`src/hdl/tcx_pkg.sv`:
```
package tcx_pkg;
    localparam logic [7:0] ADDR_CTRL = 8'h00;
    localparam logic [7:0] ADDR_STAT = 8'h04;
    localparam logic [7:0] ADDR_CNT = 8'h08;
    localparam logic [7:0] ADDR_PER = 8'h0C;
    localparam logic [7:0] ADDR_CC0 = 8'h10;
    localparam logic [7:0] ADDR_DTI = 8'h20;
    localparam logic [7:0] ADDR_PAT = 8'h24;
    localparam logic [15:0] PER_RST = 16'hFFFF;
    localparam logic [15:0] CC_RST = 16'h0000;
    localparam logic [15:0] DTI_RST = 16'h0000;
    localparam int NUM_EVT = 4;
    localparam int EV_CLK = 0;
    localparam int EV_DIR = 1;
    localparam int EV_CAP = 2;
    localparam int ST_OVF = 0;
    localparam int ST_ERR = 1;
    localparam int ST_CC0 = 2;
    localparam int ST_HUNF = 6;
    localparam int ST_FAULT = 7;
    typedef enum logic [2:0] {
        CLK_OFF = 3'b000, CLK_DIV1 = 3'b001, CLK_DIV2 = 3'b010,
        CLK_DIV8 = 3'b011, CLK_DIV64 = 3'b100, CLK_EVT = 3'b101
    } tcx_clk_t;
    typedef enum logic [1:0] {WG_NORMAL = 2'b00, WG_FREQ = 2'b01, WG_SS = 2'b10, WG_DS = 2'b11} tcx_wg_t;
    typedef enum logic [1:0] {CAP_INPUT = 2'b00, CAP_FREQ = 2'b01, CAP_PW = 2'b10, CAP_RSV = 2'b11} tcx_cap_t;
    typedef struct packed {
        logic [9:0] rsv;
        logic [1:0] res_ext;
        logic nc_en;
        logic [3:0] fault_mask;
        tcx_cap_t cap_kind;
        logic dti_halt;
        logic dist_a;
        logic pat_en;
        logic ext_en;
        logic evdir_en;
        logic dir_down;
        logic split;
        logic capture;
        tcx_wg_t wg;
        tcx_clk_t clk_sel;
    } tcx_ctrl_t;
    localparam tcx_ctrl_t CTRL_RST = '0;
endpackage

```
`src/hdl/tcx_timer.sv`:
```
// Chosen here: the placing of the registers and the APB slave port.
`timescale 1ns/1ps
module tcx_timer #(
    parameter bit FULL_VARIANT = 1'b1
) (
    input wire logic pclk,
    input wire logic presetn,
    input wire logic psel,
    input wire logic penable,
    input wire logic pwrite,
    input wire logic [7:0] paddr,
    input wire logic [31:0] pwdata,
    output logic [31:0] prdata,
    output logic pready,
    output logic pslverr,
    input wire logic [3:0] evt_in,
    input wire logic [3:0] cap_pin,
    input wire logic [7:0] port_val,
    output logic [7:0] pin_out,
    output logic ovf_evt,
    output logic hunf_evt,
    output logic err_evt,
    output logic [3:0] cc_evt,
    output logic [1:0] res_ext_mode
);
    localparam int NCH = FULL_VARIANT ? 4 : 2;
    localparam logic [3:0] CH_MASK = FULL_VARIANT ? 4'hF : 4'h3;

    tcx_pkg::tcx_ctrl_t ctrl_reg;
    logic [7:0] stat_reg, pin_out_reg, wg_reg, wg_next, pin_next;
    logic [31:0] rdata;
    logic [15:0] cnt_reg, cnt_next, per_buf_reg, per_act_reg, top, dti_buf_reg, dti_act_reg, pat_reg;
    logic [7:0] pat_act_reg;
    logic [3:0][15:0] cc_buf_reg, cc_act_reg;
    logic [5:0] psc_reg;
    logic up_reg, up_next, ovf_hit, hunf_hit, tick_raw, tick, upd, dir_dn, split_on, ext_on;
    logic wr, cnt_wr, restart, fault_hit, fault_now, dti_busy, err_set;
    logic [3:0] cs1_reg, cs2_reg, cs3_reg, lvl_reg, flt_reg, fltd_reg, rise, fall, cap_go, ccm, ls_o, hs_o, busy;
    logic [3:0][3:0] hist_reg;
    logic [31:0] prdata_reg;

    function automatic logic tcx_hit(input logic [7:0] a);
        tcx_hit = (a == tcx_pkg::ADDR_CTRL) || (a == tcx_pkg::ADDR_STAT) || (a == tcx_pkg::ADDR_CNT)
            || (a == tcx_pkg::ADDR_PER) || (a == tcx_pkg::ADDR_DTI) || (a == tcx_pkg::ADDR_PAT)
            || (a >= tcx_pkg::ADDR_CC0 && a < tcx_pkg::ADDR_CC0 + 8'(4 * NCH) && a[1:0] == 2'b00);
    endfunction

    function automatic logic tcx_cc_sel(input logic [7:0] a, input int i);
        tcx_cc_sel = (a == tcx_pkg::ADDR_CC0 + 8'(4 * i)) && (i < NCH);
    endfunction

    // Zero wait states; read data is captured in the setup phase so it comes from a flop
    assign pready = 1'b1;
    assign pslverr = psel & penable & ~tcx_hit(paddr);
    assign prdata = prdata_reg;
    assign wr = psel & penable & pwrite & tcx_hit(paddr);
    assign cnt_wr = wr && paddr == tcx_pkg::ADDR_CNT;

    always_comb begin
        rdata = 32'h0000_0000;
        unique case (paddr)
            tcx_pkg::ADDR_CTRL: rdata = ctrl_reg;
            tcx_pkg::ADDR_STAT: rdata = {24'h00_0000, stat_reg};
            tcx_pkg::ADDR_CNT: rdata = {16'h0000, cnt_reg};
            tcx_pkg::ADDR_PER: rdata = {16'h0000, per_buf_reg};
            tcx_pkg::ADDR_DTI: rdata = {16'h0000, dti_buf_reg};
            tcx_pkg::ADDR_PAT: rdata = {16'h0000, pat_reg};
            default: begin
                for (int i = 0; i < 4; i++) begin
                    if (tcx_cc_sel(paddr, i)) begin
                        rdata = {16'h0000, cc_buf_reg[i]};
                    end
                end
            end
        endcase
    end

    always_ff @(posedge pclk or negedge presetn) begin
        if (!presetn) begin
            prdata_reg <= 32'h0000_0000;
        end else if (psel && !penable && !pwrite) begin
            prdata_reg <= rdata;
        end
    end

    always_ff @(posedge pclk or negedge presetn) begin
        if (!presetn) begin
            ctrl_reg <= tcx_pkg::CTRL_RST;
            per_buf_reg <= tcx_pkg::PER_RST;
            dti_buf_reg <= tcx_pkg::DTI_RST;
            pat_reg <= 16'h0000;
        end else if (wr) begin
            if (paddr == tcx_pkg::ADDR_CTRL) ctrl_reg <= pwdata;
            if (paddr == tcx_pkg::ADDR_PER) per_buf_reg <= pwdata[15:0];
            if (paddr == tcx_pkg::ADDR_DTI) dti_buf_reg <= pwdata[15:0];
            if (paddr == tcx_pkg::ADDR_PAT) pat_reg <= pwdata[15:0];
        end
    end

    assign split_on = FULL_VARIANT & ctrl_reg.split;
    assign ext_on = FULL_VARIANT & ctrl_reg.ext_en;
    assign dir_dn = ctrl_reg.dir_down ^ (ctrl_reg.evdir_en & evt_in[tcx_pkg::EV_DIR]);
    assign top = (ctrl_reg.wg == tcx_pkg::WG_FREQ) ? cc_act_reg[0] : per_act_reg;

    // Prescaler runs free so a clock source change takes effect within one divided period
    always_ff @(posedge pclk or negedge presetn) begin
        if (!presetn) begin
            psc_reg <= 6'h00;
        end else begin
            psc_reg <= psc_reg + 6'h01;
        end
    end

    always_comb begin
        unique case (ctrl_reg.clk_sel)
            tcx_pkg::CLK_OFF: tick_raw = 1'b0;
            tcx_pkg::CLK_DIV1: tick_raw = 1'b1;
            tcx_pkg::CLK_DIV2: tick_raw = psc_reg[0];
            tcx_pkg::CLK_DIV8: tick_raw = &psc_reg[2:0];
            tcx_pkg::CLK_DIV64: tick_raw = &psc_reg;
            tcx_pkg::CLK_EVT: tick_raw = evt_in[tcx_pkg::EV_CLK];
            default: tick_raw = 1'b0;
        endcase
    end

    // Both split halves see this one tick
    assign tick = tick_raw & ~(ctrl_reg.dti_halt & dti_busy);

    always_comb begin
        cnt_next = cnt_reg;
        up_next = up_reg;
        ovf_hit = 1'b0;
        hunf_hit = 1'b0;
        if (split_on) begin
            if (cnt_reg[7:0] == 8'h00) begin
                cnt_next[7:0] = per_act_reg[7:0];
                ovf_hit = 1'b1;
            end else begin
                cnt_next[7:0] = cnt_reg[7:0] - 8'h01;
            end
            if (cnt_reg[15:8] == 8'h00) begin
                cnt_next[15:8] = per_act_reg[15:8];
                hunf_hit = 1'b1;
            end else begin
                cnt_next[15:8] = cnt_reg[15:8] - 8'h01;
            end
        end else if (ctrl_reg.wg == tcx_pkg::WG_DS) begin
            if (up_reg) begin
                if (cnt_reg >= top) begin
                    up_next = 1'b0;
                    cnt_next = cnt_reg - 16'h0001;
                end else begin
                    cnt_next = cnt_reg + 16'h0001;
                end
            end else if (cnt_reg == 16'h0000) begin
                up_next = 1'b1;
                cnt_next = 16'h0001;
                ovf_hit = 1'b1;
            end else begin
                cnt_next = cnt_reg - 16'h0001;
            end
        end else if (dir_dn) begin
            if (cnt_reg == 16'h0000) begin
                cnt_next = top;
                ovf_hit = 1'b1;
            end else begin
                cnt_next = cnt_reg - 16'h0001;
            end
        end else if (cnt_reg >= top) begin
            cnt_next = 16'h0000;
            ovf_hit = 1'b1;
        end else begin
            cnt_next = cnt_reg + 16'h0001;
        end
    end

    assign upd = tick & ovf_hit;

    always_ff @(posedge pclk or negedge presetn) begin
        if (!presetn) begin
            cnt_reg <= 16'h0000;
            up_reg <= 1'b1;
        end else if (cnt_wr) begin
            cnt_reg <= pwdata[15:0];
        end else if (restart) begin
            cnt_reg <= 16'h0000;
            up_reg <= 1'b1;
        end else if (tick) begin
            cnt_reg <= cnt_next;
            up_reg <= up_next;
        end
    end

    // Active copies change only at the end of a count cycle to avoid runt pulses
    always_ff @(posedge pclk or negedge presetn) begin
        if (!presetn) begin
            per_act_reg <= tcx_pkg::PER_RST;
            cc_act_reg <= {4{tcx_pkg::CC_RST}};
            dti_act_reg <= tcx_pkg::DTI_RST;
            pat_act_reg <= 8'h00;
        end else if (upd) begin
            per_act_reg <= per_buf_reg;
            cc_act_reg <= cc_buf_reg;
            dti_act_reg <= dti_buf_reg;
            pat_act_reg <= pat_reg[15:8];
        end
    end

    // Pin inputs: three flops, a level counts once the last two agree
    always_ff @(posedge pclk or negedge presetn) begin
        if (!presetn) begin
            cs1_reg <= 4'h0;
            cs2_reg <= 4'h0;
            cs3_reg <= 4'h0;
            lvl_reg <= 4'h0;
        end else begin
            cs1_reg <= cap_pin;
            cs2_reg <= cs1_reg;
            cs3_reg <= cs2_reg;
            lvl_reg <= (cs2_reg & cs3_reg) | (lvl_reg & (cs2_reg | cs3_reg));
        end
    end

    generate
        for (genvar i = 0; i < 4; i++) begin : g_ch
            // Noise canceller needs four equal samples; costs four cycles of latency
            always_ff @(posedge pclk or negedge presetn) begin
                if (!presetn) begin
                    hist_reg[i] <= 4'h0;
                    flt_reg[i] <= 1'b0;
                    fltd_reg[i] <= 1'b0;
                end else begin
                    hist_reg[i] <= {hist_reg[i][2:0], lvl_reg[i]};
                    fltd_reg[i] <= flt_reg[i];
                    if (!ctrl_reg.nc_en) begin
                        flt_reg[i] <= lvl_reg[i];
                    end else if (&hist_reg[i]) begin
                        flt_reg[i] <= 1'b1;
                    end else if (~|hist_reg[i]) begin
                        flt_reg[i] <= 1'b0;
                    end
                end
            end
            assign rise[i] = flt_reg[i] & ~fltd_reg[i];
            assign fall[i] = ~flt_reg[i] & fltd_reg[i];
            always_comb begin
                cap_go[i] = 1'b0;
                if (ctrl_reg.capture && CH_MASK[i]) begin
                    unique case (ctrl_reg.cap_kind)
                        tcx_pkg::CAP_INPUT: cap_go[i] = rise[i] | evt_in[tcx_pkg::EV_CAP];
                        tcx_pkg::CAP_FREQ: cap_go[i] = rise[i];
                        tcx_pkg::CAP_PW: cap_go[i] = fall[i];
                        default: cap_go[i] = 1'b0;
                    endcase
                end
            end
            assign ccm[i] = ~ctrl_reg.capture & CH_MASK[i] & tick
                & (split_on ? cnt_reg[7:0] == cc_act_reg[i][7:0] : cnt_reg == cc_act_reg[i]);
            always_ff @(posedge pclk or negedge presetn) begin
                if (!presetn) begin
                    cc_buf_reg[i] <= tcx_pkg::CC_RST;
                end else if (cap_go[i]) begin
                    cc_buf_reg[i] <= cnt_reg;
                end else if (wr && tcx_cc_sel(paddr, i)) begin
                    cc_buf_reg[i] <= pwdata[15:0];
                end
            end
        end
    endgenerate

    assign restart = ctrl_reg.capture && |(rise & CH_MASK)
        && (ctrl_reg.cap_kind == tcx_pkg::CAP_FREQ || ctrl_reg.cap_kind == tcx_pkg::CAP_PW);
    assign err_set = |(cap_go & stat_reg[tcx_pkg::ST_CC0 +: 4]);
    assign fault_hit = |(evt_in & ctrl_reg.fault_mask);
    assign fault_now = stat_reg[tcx_pkg::ST_FAULT] | fault_hit;

    // Status flags: write one to clear, a same-cycle set wins
    always_ff @(posedge pclk or negedge presetn) begin
        if (!presetn) begin
            stat_reg <= 8'h00;
        end else begin
            stat_reg <= (stat_reg & ~((wr && paddr == tcx_pkg::ADDR_STAT) ? pwdata[7:0] : 8'h00))
                | {fault_hit, hunf_hit & tick, ccm | cap_go, err_set, upd};
        end
    end

    always_ff @(posedge pclk or negedge presetn) begin
        if (!presetn) begin
            ovf_evt <= 1'b0;
            hunf_evt <= 1'b0;
            err_evt <= 1'b0;
            cc_evt <= 4'h0;
        end else begin
            ovf_evt <= upd;
            hunf_evt <= hunf_hit & tick;
            err_evt <= err_set;
            cc_evt <= ccm | cap_go;
        end
    end

    always_comb begin
        wg_next = 8'h00;
        if (!ctrl_reg.capture) begin
            for (int i = 0; i < NCH; i++) begin
                if (split_on) begin
                    wg_next[i] = cnt_reg[7:0] < cc_act_reg[i][7:0];
                    wg_next[i + 4] = cnt_reg[15:8] < cc_act_reg[i][15:8];
                end else if (ctrl_reg.wg == tcx_pkg::WG_SS || ctrl_reg.wg == tcx_pkg::WG_DS) begin
                    wg_next[i] = cnt_reg < cc_act_reg[i];
                end
            end
            if (!split_on && ctrl_reg.wg == tcx_pkg::WG_FREQ) begin
                wg_next[0] = wg_reg[0] ^ upd;
            end
        end
    end

    always_ff @(posedge pclk or negedge presetn) begin
        if (!presetn) begin
            wg_reg <= 8'h00;
        end else begin
            wg_reg <= wg_next;
        end
    end

    generate
        for (genvar i = 0; i < 4; i++) begin : g_dti
            logic prev_reg;
            logic [7:0] ls_cnt_reg, hs_cnt_reg;
            // Separate counters so each side's gap is timed on its own
            always_ff @(posedge pclk or negedge presetn) begin
                if (!presetn) begin
                    prev_reg <= 1'b0;
                    ls_cnt_reg <= 8'h00;
                    hs_cnt_reg <= 8'h00;
                end else begin
                    prev_reg <= wg_reg[i];
                    if (wg_reg[i] && !prev_reg) begin
                        ls_cnt_reg <= dti_act_reg[7:0];
                    end else if (tick_raw && ls_cnt_reg != 8'h00) begin
                        ls_cnt_reg <= ls_cnt_reg - 8'h01;
                    end
                    if (!wg_reg[i] && prev_reg) begin
                        hs_cnt_reg <= dti_act_reg[15:8];
                    end else if (tick_raw && hs_cnt_reg != 8'h00) begin
                        hs_cnt_reg <= hs_cnt_reg - 8'h01;
                    end
                end
            end
            // One pclk of gap even at zero dead time, so sides never overlap
            assign ls_o[i] = wg_reg[i] & prev_reg & (ls_cnt_reg == 8'h00);
            assign hs_o[i] = ~wg_reg[i] & ~prev_reg & (hs_cnt_reg == 8'h00);
            assign busy[i] = (ls_cnt_reg != 8'h00) | (hs_cnt_reg != 8'h00);
        end
    endgenerate

    assign dti_busy = ext_on & |busy;

    always_comb begin
        for (int i = 0; i < 8; i++) begin
            pin_next[i] = pat_reg[i] ? wg_reg[i] : port_val[i];
            if (ext_on) begin
                if (fault_now) begin
                    pin_next[i] = pat_reg[i] ? 1'b0 : port_val[i];
                end else if (ctrl_reg.pat_en) begin
                    pin_next[i] = pat_reg[i] ? pat_act_reg[i] : port_val[i];
                end else if (ctrl_reg.dist_a) begin
                    pin_next[i] = i[0] ? hs_o[0] : ls_o[0];
                end else if (pat_reg[i]) begin
                    pin_next[i] = i[0] ? hs_o[i / 2] : ls_o[i / 2];
                end
            end
        end
    end

    always_ff @(posedge pclk or negedge presetn) begin
        if (!presetn) begin
            pin_out_reg <= 8'h00;
        end else begin
            pin_out_reg <= pin_next;
        end
    end

    assign pin_out = pin_out_reg;
    // The fast-clock stage outside reads this mode; 2'b10 is four times, 2'b11 eight
    assign res_ext_mode = ctrl_reg.res_ext;
endmodule

```
`config.mk`:
```
export PLATFORM = sky130hd
export DESIGN_NAME = tcx_timer
export DESIGN_NICKNAME = d
export VERILOG_FILES = /design/src/hdl/tcx_pkg.sv /design/src/hdl/tcx_timer.sv
export SDC_FILE = /design/constraint.sdc
export NUM_CORES = 1
export LEC_CHECK = 0
export BUFFER_PORTS_ARGS = -buffer_cell sky130_fd_sc_hd__clkbuf_2
export CAP_MARGIN = 20
export CORE_MARGIN = 3
export CORE_UTILIZATION = 40
export DETAILED_ROUTE_END_ITERATION = 8
export PLACE_DENSITY_LB_ADDON = 0.25
export SYNTH_ARGS = -nofsm -noshare
export SYNTH_HDL_FRONTEND = slang
export SYNTH_SLANG_ARGS = --single-unit
```
`constraint.sdc`:
```
create_clock -name pclk -period 4.6 [get_ports pclk]
set_clock_uncertainty 0.15 [all_clocks]
set_input_delay 0.23 -clock pclk [delete_from_list [all_inputs] [get_ports pclk]]
set_output_delay 0.23 -clock pclk [all_outputs]
set_load 0.1 [all_outputs]
```
==> impl_metrics.yaml, run 1 <==
clocking:
  cts_sinks: 442
  numCtsBuffers: 48
  clock_latency_ns: 0.59
  htreeDepth: 2
  cts.repair.resized: 0
  cts.path.max_buffers: 3
  cts_tree: "built"
  ctsRootBufferMaster: "clkbuf_16"
  path_clk_slew_ns: 0.06
  postCtsSetupBuffers: 0
timing:
  grt_setup_unrepaired: "no"
  fmax_mhz: 250.3
  fin_crit_sh_pct: 86.84
  slew_viol_final: 0
  hold_viol: 0
  post-route-min-period_ns: 3.995
  setup_slack_ns: 0.6053
  setup_viol: 0
  max_slew_margin_pct: 25.23
  fin_tns_setup_ns: 0
  worst_pin_slew_ns: 1.122
cells_and_area:
  multi_input_area_mm2: 0.01185
  layout_commonest_cell: "dfrtp_1"
  drive_gt1_share_pct: 20.49
  final_cell_mix: "409 x dfrtp_1, 286 x nand2_1, 192 x o21ai_0"
  n_fill_cell: 5460
  nNetsFinal: 2657
  area_delta_synth_final_pct: 15.55
  regArea_mm2: 0.01110
placed_design:
  port_buffers: 110
  dpl.hpwl_um: 58800
  dp_slack_ns: 0.6673
  gp_congestion: 0.9584
die:
  core.rowCount: 88
  initial_core_util_pct: 40.88
  die_w_um: 250.2
  die_area_mm2: 0.06260
  io_pins: 112
  die_h_um: 250.2
  coreArea_mm2: 0.05836
yosys:
  synth-edff-count: 0
  syn-num-nets: 2521
  synthCells: 2349
  synth-main-ff-cell: "dfrtp_1"
  ys_types: 75
  synthesis.area_mm2: 0.02385
  synth_seq_area_share_pct: 46.54
  syn_avg_cell_area_um2: 10.16
  ys_ff_latch: 442
  ys_warn_count: 0
  async_reset_ff_share_pct: 100.0
detailed_routing:
  postRouteWirelength_um: 82720
  wl_per_cell_um: 25.14
  num_vias: 19480
  vias_per_cell: 5.921
  drc: 0
  firstDrtPassIters: 6
  drt_iter0_markers: 1732
  drt.antenna.violating_nets: 0
global_routing:
  gr-total-overflow: 0
  track_usage_pct: 25.90
  grt_max_degree: 101
  grt_pass1_vias: 19200
  grt_pass1_wl_um: 123900
  antenna_found_initial: 6
worst_setup_path:
  max_stage_delay_ns: 0.44
  crit_type: "reg -> reg"
  crit_slowest_cell: "dfrtp_1"
  worstPathRequired_ns: 4.92
  path_cells: "nor2b_2, buf_12, mux2i_1, ha_1, nand4_1, nor3_1, o211ai_1, o21a_1, o211ai_1, nand2_4, buf_12, mux2_4"
  worstSetupStartpointType: "register"
  crit_fanout: 40
  endpoint_kind: "register"
  cp_data_arrival_time_ns: 4.31
flow_run:
  cap_viol_max_count: 0
power:
  p_leak_nw: 12.72
  ir_drop_mv: 0.2588
  p_per_area_mw_per_mm2: 344.6
run_status:
  status: "completed"
hold_path:
  hold_path_class: "in -> reg"
critical path, delay by kind of cell, from the launching register on:
kind / cells / cell delay [ns]
AO/OA/AOI/OAI: 3 / 0.73
adder cells (fa/ha/maj): 1 / 0.21
buffers and inverters: 2 / 0.51
flip-flops: 1 / 0.44
multiplexers: 2 / 0.62
AND/OR/NAND/NOR: 4 / 1.14
layout make-up:
cell class	count	area share [%]
diodes	2	0.01816
clock buffers	62	4.771
clock inverters	26	1.316
inverters	99	1.348
multi-input cells	1669	43.00
flip-flops and latches	442	40.28
well taps	765	3.473
repair buffers	225	5.792
metrics by stage:
| step | instances | hold slack, ns | total power [mW] | util (%) | instance area (µm²) |
|---|---|---|---|---|---|
| floorplan | 2349 | -0.2156 | 5.008 | - | 23850 |
| global route | 3289 | 0.04390 | 9.874 | 47.23 | 27560 |
| CTS | 3288 | 0.003385 | 9.577 | 47.22 | 27560 |
| detailed placement | 3161 | 0.1335 | 5.385 | 43.68 | 25490 |
| finish | 3290 | 0.04508 | 9.497 | 47.23 | 27560 |
| global placement | 3161 | 0.1301 | 5.339 | 43.68 | 25490 |
synth_stat cells, types with 6 or more instances:
cell type | number | share of area (%)
nor2_1 | 100 | 1.6
and4_1 | 9 | 0.33
a221oi_1 | 32 | 1.2
a222oi_1 | 8 | 0.34
mux2_2 | 166 | 7.8
o41ai_1 | 6 | 0.22
buf_2 | 11 | 0.23
nor4_1 | 27 | 0.71
a21o_1 | 23 | 0.72
a211oi_1 | 19 | 0.60
clkbuf_1 | 96 | 1.5
ha_1 | 111 | 5.8
inv_1 | 97 | 1.5
a22o_1 | 8 | 0.29
xnor2_1 | 52 | 1.9
buf_1 | 21 | 0.33
nand4_1 | 21 | 0.55
a31oi_1 | 21 | 0.55
or4_1 | 8 | 0.25
dfstp_2 | 33 | 3.6
o21ai_0 | 192 | 4.0
dfrtp_1 | 409 | 43
and2_1 | 7 | 0.18
a21oi_1 | 82 | 1.7
mux2_4 | 27 | 1.7
nor3_1 | 33 | 0.69
xor2_1 | 37 | 1.4
nand3b_1 | 16 | 0.50
o211ai_1 | 21 | 0.66
a22oi_1 | 45 | 1.4
o31ai_1 | 8 | 0.25
or3_1 | 19 | 0.50
o21a_1 | 16 | 0.50
nand2b_1 | 12 | 0.31
nand3_1 | 70 | 1.5
nor2b_1 | 29 | 0.76
mux2i_1 | 74 | 3.1
and3_1 | 17 | 0.45
nand2_1 | 286 | 4.5
logic make-up (layout without fill, tap and decap cells):
group / Yosys count / after routing / synth area share [%]
xor gates and xnor gates: 89 / 89 / 3.268
and+or+nand+nor: 680 / 680 / 13.80
buffers and inverters: 238 / 412 / 3.997
muxes: 267 / 267 / 12.64
other: 1 / 3 / 0.01572
DFF: 442 / 442 / 46.54
adders and majority gates: 115 / 115 / 5.990
AOI/OAI and AO/OA: 517 / 517 / 13.75
report_power, final:
group	internal (mW)	switching, mW	total (mW)
clock	2.48	1.66	4.14
combinational	0.361	0.629	0.990
sequential	4.14	0.229	4.36
total	6.97	2.52	9.50
final timing paths:
kind / from / endpoint / slack (ns) / cells past startpoint
max: ctrl_reg[3] / dti_act_reg[12] / 0.61 / 12
min: pwrite / prdata[28] / 0.05 / 5
max reg2reg: ctrl_reg[3] / dti_act_reg[12] / 0.61 / 12
min reg2reg: cs1_reg[3] / cs2_reg[3] / 0.20 / 0
max in group asynchronous: presetn / fltd_reg[1] / 3.10 / 3
min in group asynchronous: presetn / g_dti[0].ls_cnt_reg[0] / 0.08 / 2
layer usage:
metal / up-vias / wire length, µm / track usage, %
met5: - / 13 / 0
met4: 2 / 2529 / 8.357
met3: 165 / 6474 / 5.046
met2: 776 / 36900 / 39.88
met1: 9840 / 36810 / 36.77
li1: 8696 / - / -
what timing repair did:
| item | CTS | global route |
|---|---|---|
| setup endpoints to repair | 0 | 0 |
| hold endpoints to repair | 155 | 0 |
| hold buffers | 39 | 0 |
Note: power is estimated with default switching activity, not from simulation.
==> inputs of run 2 (changes only) <==
--- a/config.mk
+++ b/config.mk
@@ -7,10 +7,11 @@
 export LEC_CHECK = 0
 export BUFFER_PORTS_ARGS = -buffer_cell sky130_fd_sc_hd__clkbuf_2
 export CAP_MARGIN = 20
-export CORE_MARGIN = 3
+export CORE_ASPECT_RATIO = 0.7
 export CORE_UTILIZATION = 40
 export DETAILED_ROUTE_END_ITERATION = 8
 export PLACE_DENSITY_LB_ADDON = 0.25
+export REMOVE_ABC_BUFFERS = 1
 export SYNTH_ARGS = -nofsm -noshare
 export SYNTH_HDL_FRONTEND = slang
 export SYNTH_SLANG_ARGS = --single-unit
==> impl_metrics.yaml, run 2 (synthesis results as in run 1) <==
global_routing:
  use_met1_pct: 38.49
  grt_pass1_vias: 19050
  busiest_layer: "met1"
  gr-total-overflow: 0
  grt_pass1_wl_um: 118900
  use_met2_pct: 38.33
  antenna_found_initial: 0
  grt_max_degree: 115
  track_usage_pct: 25.90
  use_met3_pct: 5.011
die:
  coreArea_mm2: 0.05861
  die_h_um: 206.3
  core.rowCount: 74
  io_pins: 112
  die_area_mm2: 0.06063
  initial_core_util_pct: 40.70
  die_w_um: 293.9
cells_and_area:
  n_fill_cell: 5371
  layout_commonest_cell: "dfrtp_1"
  multi_input_area_mm2: 0.01185
  antenna_cells: 0
  final_cell_mix: "409 x dfrtp_1, 286 x nand2_1, 192 x o21ai_0"
  regArea_mm2: 0.01110
  postLayoutCellArea_mm2: 0.02744
  nNetsFinal: 2653
  drive_gt1_share_pct: 19.93
  area_delta_synth_final_pct: 15.01
power:
  p_leak_nw: 12.63
  finalPower_mw: 9.247
  p_per_area_mw_per_mm2: 337.1
  ir_drop_mv: 0.2638
placed_design:
  placed_cell_area_mm2: 0.02545
  port_buffers: 110
  gp_congestion: 0.9607
  dpl.hpwl_um: 56020
  dp_slack_ns: 0.6001
detailed_routing:
  postRouteWirelength_um: 78220
  drt_iter0_markers: 1927
  num_vias: 19210
  drt.antenna.violating_nets: 0
  firstDrtPassIters: 6
  vias_per_cell: 5.791
  wl_per_cell_um: 23.58
  drc: 0
timing:
  worst_pin_slew_ns: 1.085
  fin_crit_sh_pct: 89.65
  hold_viol: 0
  setup_slack_ns: 0.4759
  setup_viol: 0
  slew_viol_final: 0
  max_slew_margin_pct: 27.67
  post-route-min-period_ns: 4.124
  grt_setup_unrepaired: "no"
  fmax_mhz: 242.5
clocking:
  path_clk_slew_ns: 0.06
  cts_tree: "built"
  numCtsBuffers: 46
  postCtsSetupBuffers: 0
  ctsRootBufferMaster: "clkbuf_16"
  clock_latency_ns: 0.60
  htreeDepth: 2
  cts.path.max_buffers: 3
  cts_sinks: 442
worst_setup_path:
  worstSetupStartpointType: "register"
  worst_path_most_repeated_cell: "mux2_2"
  path_cells: "nor2b_2, buf_4, mux2_2, ha_1, nor2b_1, o21ai_0, a31oi_1, o21a_1, o211ai_1, nand2_4, buf_12, mux2_2"
  path_delay_family: "buffers and inverters"
  max_stage_delay_ns: 0.54
  crit_type: "reg -> reg"
  crit_fanout: 107
  endpoint_kind: "register"
  cp_data_arrival_time_ns: 4.43
  crit_slowest_cell: "dfrtp_1"
  critPathBufInv: 2
  worstPathRequired_ns: 4.91
  reg2reg_slack_ns: 0.48
run_status:
  status: "completed"
hold_path:
  hold_path_class: "in -> reg"
flow_run:
  cap_viol_max_count: 0
==> run 2: power by group <==
part           total [mW]  switching, mW  internal [mW]  leakage [nW]
logic               0.991          0.623          0.368          6.16
registers            4.36          0.224           4.13          5.72
clock network        3.90           1.64           2.25         0.748
==> run 2: metrics by stage <==
step | cells | util (%) | hold WS [ns] | TNS (ns)
after floorplan | 2210 | - | -0.2156 | -117.08
after global placement | 3187 | 43.43 | 0.1818 | 0
after detailed placement | 3187 | 43.43 | 0.1847 | 0
after CTS | 3314 | 46.77 | 0.006436 | 0
after global routing | 3317 | 46.81 | 0.02289 | 0
final | 3317 | 46.81 | 0.03517 | 0
==> run 2: path summary, 6_finish.rpt <==
check	endpoint	from	depth (start not counted)
max	cc_act_reg[49]	ctrl_reg[4]	12
min	pat_reg[15]	pwdata[15]	2
max reg2reg	cc_act_reg[49]	ctrl_reg[4]	12
min reg2reg	cs2_reg[3]	cs1_reg[3]	0
max in group asynchronous	pat_reg[9]	presetn	3
min in group asynchronous	cc_buf_reg[6]	presetn	2
==> run 2: final cells by class <==
type	count	area share, %
tap	798	3.639
sequential	442	40.47
multi-input combinational	1669	43.20
clock inverter	13	0.7160
inverter	99	1.354
clock buffer	73	4.935
timing repair buffer	223	5.692
==> run 2: per-layer routing <==
layer	routed length (µm)	share of wire, %
met5	0	0
met4	1746	2.2
met3	6398	8.2
met2	33230	42
met1	36840	47
==> run 2: timing repair <==
action	in CTS	in global routing
gates resized for setup	0	0
hold buffers	41	0
hold endpoints to repair	159	0
